$ cat config.mk
export PLATFORM = sky130hd
export DESIGN_NAME = osc_source_select
export DESIGN_NICKNAME = d
export VERILOG_FILES = /design/src/rtl/noise_filter.v /design/src/rtl/rate_divider.v /design/src/rtl/osc_source_select.v
export VERILOG_INCLUDE_DIRS = /design/src /design/src/rtl
export SDC_FILE = /design/constraint.sdc
export NUM_CORES = 1
export LEC_CHECK = 0
export BUFFER_PORTS_ARGS = -buffer_cell sky130_fd_sc_hd__buf_2
export CAP_MARGIN = 25
export CORE_MARGIN = 2
export CORE_UTILIZATION = 50
export DETAILED_ROUTE_END_ITERATION = 10
export MAX_ROUTING_LAYER = met4
export PLACE_DENSITY = 0.86
export SETUP_SLACK_MARGIN = 0.4
export SYNTH_ARGS = -nofsm -noshare
export SYNTH_HDL_FRONTEND = slang
export SYNTH_SLANG_ARGS = --single-unit
$ cat constraint.sdc
create_clock -name mclk -period 2.3 [get_ports mclk]
set_clock_uncertainty 0.1 [all_clocks]
set_input_delay 0.115 -clock mclk [delete_from_list [all_inputs] [get_ports mclk]]
set_output_delay 0.115 -clock mclk [all_outputs]
set_load 0.05 [all_outputs]
$ cat src/rtl/osc_select_defines.vh
`ifndef OSC_SELECT_DEFINES_VH
`define OSC_SELECT_DEFINES_VH

// ****************************************
// Clock rate
// ****************************************
`define MCLK_HZ            20000000

// ****************************************
// Oscillator frequencies in Hz
// ****************************************
`define FAST_RC_F0_HZ      910000
`define FAST_RC_F1_HZ      2000000
`define FAST_RC_F2_HZ      4000000
`define FAST_RC_F3_HZ      8000000
`define SLOW_RC_HZ         32000
`define SLOW_XTAL_MHZ      32768

// ****************************************
// Static option encodings
// ****************************************
`define FAST_SRC_EXT       1'b0
`define FAST_SRC_RC        1'b1
`define SLOW_SRC_XTAL      1'b0
`define SLOW_SRC_RC        1'b1

// ****************************************
// Register offsets and fields
// ****************************************
`define TIME_BASE_CTRL_OFFSET  8'h00
`define STAT_OFFSET        8'h01
`define TIME_BASE_LOWPWR_BIT   0
`define LOWPWR_RESET       1'b0
`define STAT_XTAL_RDY_BIT  0
`define STAT_FAST_RC_BIT   1
`define STAT_SLOW_RC_BIT   2
`define STAT_FILT_ON_BIT   3
`define STAT_FREQ_LSB      4
`define STAT_FREQ_MSB      5
`define STAT_SLOW_RDY_BIT  6

// ****************************************
// Start-up counts in crystal edges
// ****************************************
`define XTAL_START_QUICK   16'h0400
`define XTAL_START_LOWPWR  16'h2000

// ****************************************
// Pin slots of the shared pin vector
// ****************************************
`define PIN_SHARED_ZERO    0
`define PIN_SHARED_ONE     1
`define PIN_XTAL_A         2
`define PIN_XTAL_B         3
`define PIN_COUNT          4

`endif

$ cat src/rtl/noise_filter.v
`timescale 1ns/1ps
`default_nettype none

module noise_filter (
  input  wire       mclk,
  input  wire       rst_n,
  input  wire       bypass,
  input  wire       rawIn,
  output reg        filtOut
);

  reg [2:0] hist_r;

  // ****************************************
  // Sample history and glitch rejection
  // ****************************************
  // Unless bypassed, output moves only after three equal samples
  always @(posedge mclk or negedge rst_n) begin
    if (!rst_n) begin
      hist_r  <= 3'h0;
      filtOut <= 1'b0;
    end else begin
      hist_r <= {hist_r[1:0], rawIn};
      if (bypass) begin
        filtOut <= rawIn;
      end else if (hist_r == 3'h7) begin
        filtOut <= 1'b1;
      end else if (hist_r == 3'h0) begin
        filtOut <= 1'b0;
      end
    end
  end

endmodule

`default_nettype wire

$ cat src/rtl/rate_divider.v
`timescale 1ns/1ps
`default_nettype none

module rate_divider (
  input  wire       mclk,
  input  wire       rst_n,
  input  wire       run,
  input  wire [9:0] divisor,
  output reg        tick
);

  reg [9:0] count_r;

  // ****************************************
  // Down counter, one pulse per period
  // ****************************************
  always @(posedge mclk or negedge rst_n) begin
    if (!rst_n) begin
      count_r <= 10'h000;
      tick    <= 1'b0;
    end else if (!run) begin
      count_r <= 10'h000;
      tick    <= 1'b0;
    end else if (count_r == 10'h000) begin
      count_r <= divisor - 10'h001;
      tick    <= 1'b1;
    end else begin
      count_r <= count_r - 10'h001;
      tick    <= 1'b0;
    end
  end

endmodule

`default_nettype wire

$ cat src/rtl/osc_source_select.v
// Contract
// - External clock option drives fast clock from pin
// - External clock filter, bypassable by static option
// - Fast RC runs at four fixed rates
// - Fast RC frees both shared port pins
// - Option selects 32.768kHz crystal as slow source
// - Crystal start-up delay before clock is used
// - Unused crystal pins act as plain I/O
// - Control bit: 0 quick start, 1 low power
// - Power-on clears the crystal mode bit
// - Crystal clock runs whatever the mode bit
// - Option selects 32kHz RC as slow source
// - Slow source clocks watchdog and time base
// - Sleep gates system clock, slow clock stays
// - Exactly one fast and one slow source
`timescale 1ns/1ps
`default_nettype none
`include "osc_select_defines.vh"

module osc_source_select (
  input  wire                    mclk,
  input  wire                    rst_n,
  // Static options
  input  wire                    fastSrcSel,
  input  wire [1:0]              fastRcFreqSel,
  input  wire                    slowSrcSel,
  input  wire                    extFilterBypass,
  // System control
  input  wire                    useSlowSys,
  input  wire                    sleepReq,
  // Register port
  input  wire [7:0]              regAddr,
  input  wire [7:0]              regWrData,
  input  wire                    regWrStb,
  input  wire                    regRdStb,
  output reg  [7:0]              regRdData,
  // Shared pins, general I/O side
  input  wire [`PIN_COUNT-1:0]   gpioOut,
  input  wire [`PIN_COUNT-1:0]   gpioOe,
  output reg  [`PIN_COUNT-1:0]   gpioIn,
  // Shared pins, pad side
  input  wire [`PIN_COUNT-1:0]   padIn,
  output reg  [`PIN_COUNT-1:0]   padOut,
  output reg  [`PIN_COUNT-1:0]   padOe,
  // Clock enables
  output reg                     sysClkEn,
  output reg                     slowClkEn,
  output reg                     wdtClkEn,
  output reg                     timeBaseClkEn,
  output reg                     slowReady
);

  // ****************************************
  // Fast and slow RC divisors, rounded to nearest
  // ****************************************
  localparam integer DIV0_I = (`MCLK_HZ + `FAST_RC_F0_HZ / 2) / `FAST_RC_F0_HZ;
  localparam integer DIV1_I = (`MCLK_HZ + `FAST_RC_F1_HZ / 2) / `FAST_RC_F1_HZ;
  localparam integer DIV2_I = (`MCLK_HZ + `FAST_RC_F2_HZ / 2) / `FAST_RC_F2_HZ;
  localparam integer DIV3_I = (`MCLK_HZ + `FAST_RC_F3_HZ / 2) / `FAST_RC_F3_HZ;
  localparam integer DIVS_I = (`MCLK_HZ + `SLOW_RC_HZ / 2) / `SLOW_RC_HZ;
  localparam [9:0]   DIV0   = DIV0_I[9:0];
  localparam [9:0]   DIV1   = DIV1_I[9:0];
  localparam [9:0]   DIV2   = DIV2_I[9:0];
  localparam [9:0]   DIV3   = DIV3_I[9:0];
  localparam [9:0]   DIVS   = DIVS_I[9:0];

  // ****************************************
  // Declarations
  // ****************************************
  reg                   cfgDone_r;
  reg                   fastSrc_r;
  reg  [1:0]            freqSel_r;
  reg                   slowSrc_r;
  reg                   bypass_r;
  reg                   lowPower_r;
  reg  [`PIN_COUNT-1:0] padMeta_r;
  reg  [`PIN_COUNT-1:0] padSync_r;
  reg                   extPrev_r;
  reg                   xtalPrev_r;
  reg  [15:0]           xtalCount_r;
  reg  [15:0]           xtalCount_nxt;
  reg                   xtalReady_r;
  reg  [9:0]            fastDiv;
  reg  [7:0]            status;
  reg  [`PIN_COUNT-1:0] oscOwned;
  wire                  extFilt;
  wire                  fastRcTick;
  wire                  slowRcTick;
  wire                  extTick;
  wire                  xtalTick;
  wire                  fastTick;
  wire                  slowTick;
  wire                  xtalUsed;
  wire [15:0]           xtalTarget;

  // ****************************************
  // Static option capture
  // ****************************************
  // Options taken once, on first edge after reset
  always @(posedge mclk or negedge rst_n) begin
    if (!rst_n) begin
      cfgDone_r <= 1'b0;
      fastSrc_r <= `FAST_SRC_RC;
      freqSel_r <= 2'h0;
      slowSrc_r <= `SLOW_SRC_RC;
      bypass_r  <= 1'b0;
    end else if (!cfgDone_r) begin
      cfgDone_r <= 1'b1;
      fastSrc_r <= fastSrcSel;
      freqSel_r <= fastRcFreqSel;
      slowSrc_r <= slowSrcSel;
      bypass_r  <= extFilterBypass;
    end
  end

  // ****************************************
  // Pad synchronisers
  // ****************************************
  // Two flops on every pad input
  genvar gi;
  generate
    for (gi = 0; gi < `PIN_COUNT; gi = gi + 1) begin : g_sync
      always @(posedge mclk or negedge rst_n) begin
        if (!rst_n) begin
          padMeta_r[gi] <= 1'b0;
          padSync_r[gi] <= 1'b0;
        end else begin
          padMeta_r[gi] <= padIn[gi];
          padSync_r[gi] <= padMeta_r[gi];
        end
      end
    end
  endgenerate

  // ****************************************
  // External clock path
  // ****************************************
  noise_filter u_filter (
    .mclk    (mclk),
    .rst_n   (rst_n),
    .bypass  (bypass_r),
    .rawIn   (padSync_r[`PIN_SHARED_ONE]),
    .filtOut (extFilt)
  );

  // Rising edge detect of filtered pin clock and unfiltered crystal pin
  always @(posedge mclk or negedge rst_n) begin
    if (!rst_n) begin
      extPrev_r  <= 1'b0;
      xtalPrev_r <= 1'b0;
    end else begin
      extPrev_r  <= extFilt;
      xtalPrev_r <= padSync_r[`PIN_XTAL_A];
    end
  end

  assign extTick  = extFilt & ~extPrev_r;
  assign xtalTick = padSync_r[`PIN_XTAL_A] & ~xtalPrev_r & xtalUsed;

  // ****************************************
  // Internal RC oscillators
  // ****************************************
  // Divisor picked from the four fixed rates
  always @* begin
    case (freqSel_r)
      2'h0:    fastDiv = DIV0;
      2'h1:    fastDiv = DIV1;
      2'h2:    fastDiv = DIV2;
      2'h3:    fastDiv = DIV3;
      default: fastDiv = DIV0;
    endcase
  end

  rate_divider u_fast_rc (
    .mclk    (mclk),
    .rst_n   (rst_n),
    .run     (cfgDone_r & (fastSrc_r == `FAST_SRC_RC)),
    .divisor (fastDiv),
    .tick    (fastRcTick)
  );

  rate_divider u_slow_rc (
    .mclk    (mclk),
    .rst_n   (rst_n),
    .run     (cfgDone_r & (slowSrc_r == `SLOW_SRC_RC)),
    .divisor (DIVS),
    .tick    (slowRcTick)
  );

  // ****************************************
  // Source selection
  // ****************************************
  assign fastTick = cfgDone_r & ((fastSrc_r == `FAST_SRC_EXT) ? extTick : fastRcTick);
  assign slowTick = cfgDone_r & ((slowSrc_r == `SLOW_SRC_XTAL) ? xtalTick : slowRcTick);
  assign xtalUsed = cfgDone_r & (slowSrc_r == `SLOW_SRC_XTAL);

  // ****************************************
  // Crystal start-up timer
  // ****************************************
  // Low power mode stretches the start-up wait
  assign xtalTarget = lowPower_r ? `XTAL_START_LOWPWR : `XTAL_START_QUICK;

  always @* begin
    xtalCount_nxt = xtalCount_r;
    if (xtalTick && !xtalReady_r) begin
      xtalCount_nxt = xtalCount_r + 16'h0001;
    end
  end

  always @(posedge mclk or negedge rst_n) begin
    if (!rst_n) begin
      xtalCount_r <= 16'h0000;
      xtalReady_r <= 1'b0;
    end else begin
      xtalCount_r <= xtalCount_nxt;
      if (xtalUsed && xtalCount_nxt >= xtalTarget) begin
        xtalReady_r <= 1'b1;
      end
    end
  end

  // ****************************************
  // Clock enable outputs
  // ****************************************
  // Slow domain stays alive while system sleeps
  always @(posedge mclk or negedge rst_n) begin
    if (!rst_n) begin
      sysClkEn      <= 1'b0;
      slowClkEn     <= 1'b0;
      wdtClkEn      <= 1'b0;
      timeBaseClkEn <= 1'b0;
      slowReady     <= 1'b0;
    end else begin
      slowReady     <= (slowSrc_r == `SLOW_SRC_RC) ? cfgDone_r : xtalReady_r;
      slowClkEn     <= slowTick & slowReady;
      wdtClkEn      <= slowTick & slowReady;
      timeBaseClkEn <= slowTick & slowReady;
      if (sleepReq) begin
        sysClkEn <= 1'b0;
      end else if (useSlowSys) begin
        sysClkEn <= slowTick & slowReady;
      end else begin
        sysClkEn <= fastTick;
      end
    end
  end

  // ****************************************
  // Pin ownership
  // ****************************************
  // Oscillator keeps a pin only while its source uses it
  always @* begin
    oscOwned                   = {`PIN_COUNT{1'b0}};
    oscOwned[`PIN_SHARED_ONE]  = cfgDone_r & (fastSrc_r == `FAST_SRC_EXT);
    oscOwned[`PIN_SHARED_ZERO] = cfgDone_r & (fastSrc_r == `FAST_SRC_EXT);
    oscOwned[`PIN_XTAL_A]      = xtalUsed;
    oscOwned[`PIN_XTAL_B]      = xtalUsed;
  end

  // Owned pins are not driven; free pins follow I/O
  generate
    for (gi = 0; gi < `PIN_COUNT; gi = gi + 1) begin : g_pins
      always @(posedge mclk or negedge rst_n) begin
        if (!rst_n) begin
          padOut[gi] <= 1'b0;
          padOe[gi]  <= 1'b0;
          gpioIn[gi] <= 1'b0;
        end else begin
          padOut[gi] <= gpioOut[gi] & ~oscOwned[gi];
          padOe[gi]  <= gpioOe[gi] & ~oscOwned[gi] & cfgDone_r;
          gpioIn[gi] <= padSync_r[gi] & ~oscOwned[gi];
        end
      end
    end
  endgenerate

  // ****************************************
  // Register file
  // ****************************************
  // Mode bit write; cleared on power-on
  always @(posedge mclk or negedge rst_n) begin
    if (!rst_n) begin
      lowPower_r <= `LOWPWR_RESET;
    end else if (regWrStb && regAddr == `TIME_BASE_CTRL_OFFSET) begin
      lowPower_r <= regWrData[`TIME_BASE_LOWPWR_BIT];
    end
  end

  // Status word assembly
  always @* begin
    status                            = 8'h00;
    status[`STAT_XTAL_RDY_BIT]        = xtalReady_r;
    status[`STAT_FAST_RC_BIT]         = fastSrc_r;
    status[`STAT_SLOW_RC_BIT]         = slowSrc_r;
    status[`STAT_FILT_ON_BIT]         = ~bypass_r;
    status[`STAT_FREQ_MSB:`STAT_FREQ_LSB] = freqSel_r;
    status[`STAT_SLOW_RDY_BIT]        = slowReady;
  end

  // Read data valid in the cycle after the strobe
  always @(posedge mclk or negedge rst_n) begin
    if (!rst_n) begin
      regRdData <= 8'h00;
    end else if (regRdStb) begin
      case (regAddr)
        `TIME_BASE_CTRL_OFFSET: regRdData <= {7'h00, lowPower_r};
        `STAT_OFFSET: regRdData <= status;
        default:      regRdData <= 8'h00;
      endcase
    end else begin
      regRdData <= 8'h00;
    end
  end

endmodule

`default_nettype wire

==> reports/results.tsv <==
stage	metric	value	unit
outcome	status	complete, but fails checks	
outcome	violations	negative setup slack	
setup_path	cp_max_fo	4	
sta	drv_slew	0	
setup_path	path_delay_family	simple AND/OR/NAND/NOR gates	
route	wirelength	9.84	mm
power_and_ir_drop	power.total	5.49	mW
global_routing	antenna_found_initial	0	
place	dp_hpwl	5.08	mm
setup_path	worstPathArrival	2.52	ns
route	routedWlPerCell	17.9	µm
power_and_ir_drop	leakagePower	2.42	nW
setup_path	slowest_stage	or3_4	
place	numPlacedInstances	479	
place	io_buffers	55	
cts	insertion_delay	0.38	ns
setup_path	worstSetupPathType	reg -> reg	
synthesis	syn_area	3520	µm²
die	core_area	6790	µm²
place	pre_cts_ws	-0.0432	ns
sta	post-route-period-util	103	%
global_routing	grt_use_total	24.8	%
synthesis	ys_seq_elements	82	
synthesis	ys_top_cells_by_area	dfrtp_1 (57%), nor2_1 (3.9%), xnor2_1 (3.7%), xor2_1 (2.7%), nand2_1 (2.6%)	
sta	finalSetupViolCount	3	
cts	cts_tree	done	
synthesis	synth.avg_cell_area	11.0	µm²
synthesis	synth.most_common_cell	dfrtp_1	
route	drtIter0Drc	230	
setup_path	cp_num_buf_inv	1	
cells_and_area	antennaDiodeCount	0	
setup_path	rr_startpoint	u_fast_rc.count_r[1]	
sta	holdWs	0.0430	ns
die	die-area	7730	µm²
sta	period_needed	2.37	ns
cts	clock_path_buffers	2	
route	first_pass_iters	4	
global_routing	grt_first_pass_wirelength	13.8	mm
die	num_io_pins	64	
setup_path	required	2.45	ns
run	maxCapViolCount	0	
setup_path	crit_path_end_kind	flip-flop	
global_routing	overflow	0	
die	start_util	51.9	%
setup_path	crit_chain	or3_4 > nor4_4 > buf_4 > a21oi_4 > ha_4 > nand2b_4 > nor2_4 > nor3_2 > a21oi_2 > nand2_1 > nor3_2	
cts	cts_max_level	3	
die	die_w	87.9	µm
global_routing	grt_max_degree	50	
place	place_area	4020	µm²
sta	hold_viol_final	0	
cells_and_area	final_util	72.7	%
setup_path	slowest_delay	0.42	ns
cts	clk_pin_slew	0.10	ns
synthesis	yosys_warnings	0	
global_routing	grt_pass1_vias	2943	
route	antenna_left	0	
cells_and_area	finalInstanceArea	4940	µm²
synthesis	syn_nets	364	
setup_path	crit_path_frequent_cell	nor3_2	
synthesis	seq_area_frac_synth	58.3	%
sta	grt_setup_unrepaired	true	
power_and_ir_drop	ir_drop	0.683	mV
cts	clockRootBuffer	clkbuf_8	
sta	tightest_slew	0.615	ns
die	rows	30	
synthesis	synth_edf_count	0	
sta	fmaxAchievable	0.422	GHz
power_and_ir_drop	p_per_area	1110	nW/µm²
cts	numCtsBuffers	9	
cells_and_area	drive_gt1_share	37.0	%
cts	clock-sinks	82	
route	viasPerCell	5.51	
route	vias	3028	
route	drc	0	
cells_and_area	area_growth	40.2	%
place	gp_congestion	0.864	
synthesis	netlist.area_leader.share	56.8	%
die	die_h	87.9	µm
synthesis	synth_cells	320	
setup_path	crit_start	u_fast_rc.count_r[1]	
setup_path	start_kind	flip-flop	
synthesis	synthTopCellsByCount	dfrtp_1 (80), nor2_1 (37), nand2_1 (24)	
sta	setup_slack	-0.0702	ns
sta	setup_tns	-0.167	ns
synthesis	synth_top_area_cell	dfrtp_1	
cells_and_area	nNetsFinal	493	
min_path	min_path_type	in -> reg	
min_path	min_from	regAddr[2]	
synthesis	synthArstFlopShare	100	%
synthesis	synthFlopType	dfrtp_1	
cells_and_area	fin_cells	550	
sta	slew_headroom	59.0	%
synthesis	synth_cell_type_count	47	
[final timing paths]
path	cells after the start	slack [ns]	endpoint
setup / recovery	11	-0.07	u_fast_rc.count_r[4]
hold / removal	4	0.04	lowPower_r
setup reg to reg	11	-0.07	u_fast_rc.count_r[4]
hold reg to reg	0	0.25	padSync_r[3]
max in group asynchronous	3	1.24	slowSrc_r
min in group asynchronous	2	0.19	padOe[0]
[worst register-to-register path: stages, from the launching register on]
cell and delay [ns]:
dfrtp_1 0.41, or3_4 0.42, nor4_4 0.33, buf_4 0.20, a21oi_4 0.06, ha_4 0.18
nand2b_4 0.11, nor2_4 0.06, nor3_2 0.15, a21oi_2 0.05, nand2_1 0.11, nor3_2 0.06
[power by group]
group	total, mW	switching (mW)	internal (mW)
Clock	1.04	0.622	0.423
Combinational	2.64	1.34	1.30
Sequential	1.81	0.176	1.63
[cell type report]
cell class                      instances  area, µm²
Sequential cell                        82       2060
Fill cell                             400       1850
Multi-Input combinational cell        213       1580
Timing Repair Buffer                  128        927
Clock buffer                            9        124
Tap cell                               96        120
Clock inverter                          7       72.6
Inverter                               15       56.3
[flip-flops by register name (all words and copies together), names as in the netlist, 2 cells and up]
signal             cells
freqSel_r              2
gpioIn                 4
padMeta_r              4
padOe                  4
padOut                 4
padSync_r              4
regRdData              7
u_fast_rc.count_r     10
u_filter.hist_r        3
u_slow_rc.count_r     10
xtalCount_r           16
[cells in the final DEF (no fill, tap or decap), types with 4 or more instances in the layout]
cell           instances
xnor2_1               13
and3_1                 4
or3_4                  4
a21oi_1                9
or3_1                  4
nand3_2                4
nand2_1               24
xor2_1                11
dfrtp_1               78
nor2b_1                6
a21oi_2                4
clkbuf_8               9
inv_1                 15
nor2_1                34
buf_2                 54
mux2_2                 6
nand3_1               10
nor3_1                 4
dlygate4sd3_1         25
buf_4                 41
buf_6                  7
o21ai_0                4
nand4_1                4
and2_1                 8
[routing by layer]
layer | global-route usage, % | wire length, µm
met1 | 28.1 | 3730
met4 | 12.6 | 482
met2 | 42.1 | 5080
met5 | - | 0
met3 | 4.34 | 541
[logic make-up (layout without fill, tap and decap cells)]
| family | after synthesis | after routing | synth area share, % |
|---|---|---|---|
| AOI/OAI and AO/OA | 30 | 30 | 5.43 |
| xor gates and xnor gates | 26 | 26 | 6.46 |
| adders and majority gates | 5 | 5 | 1.78 |
| buffers and inverters | 25 | 159 | 3.80 |
| DFF | 82 | 82 | 58.3 |
| muxes | 10 | 10 | 3.05 |
| other | 2 | 2 | 0.213 |
| and+or+nand+nor | 140 | 140 | 21.0 |
[what timing repair did]
item,in CTS,in global routing
hold endpoints to repair,67,0
setup endpoints to repair,14,16
pin swaps,14,25
gates resized for setup,22,29
setup buffers,16,14
hold buffers,25,0
(Power assumes the default switching activity.)
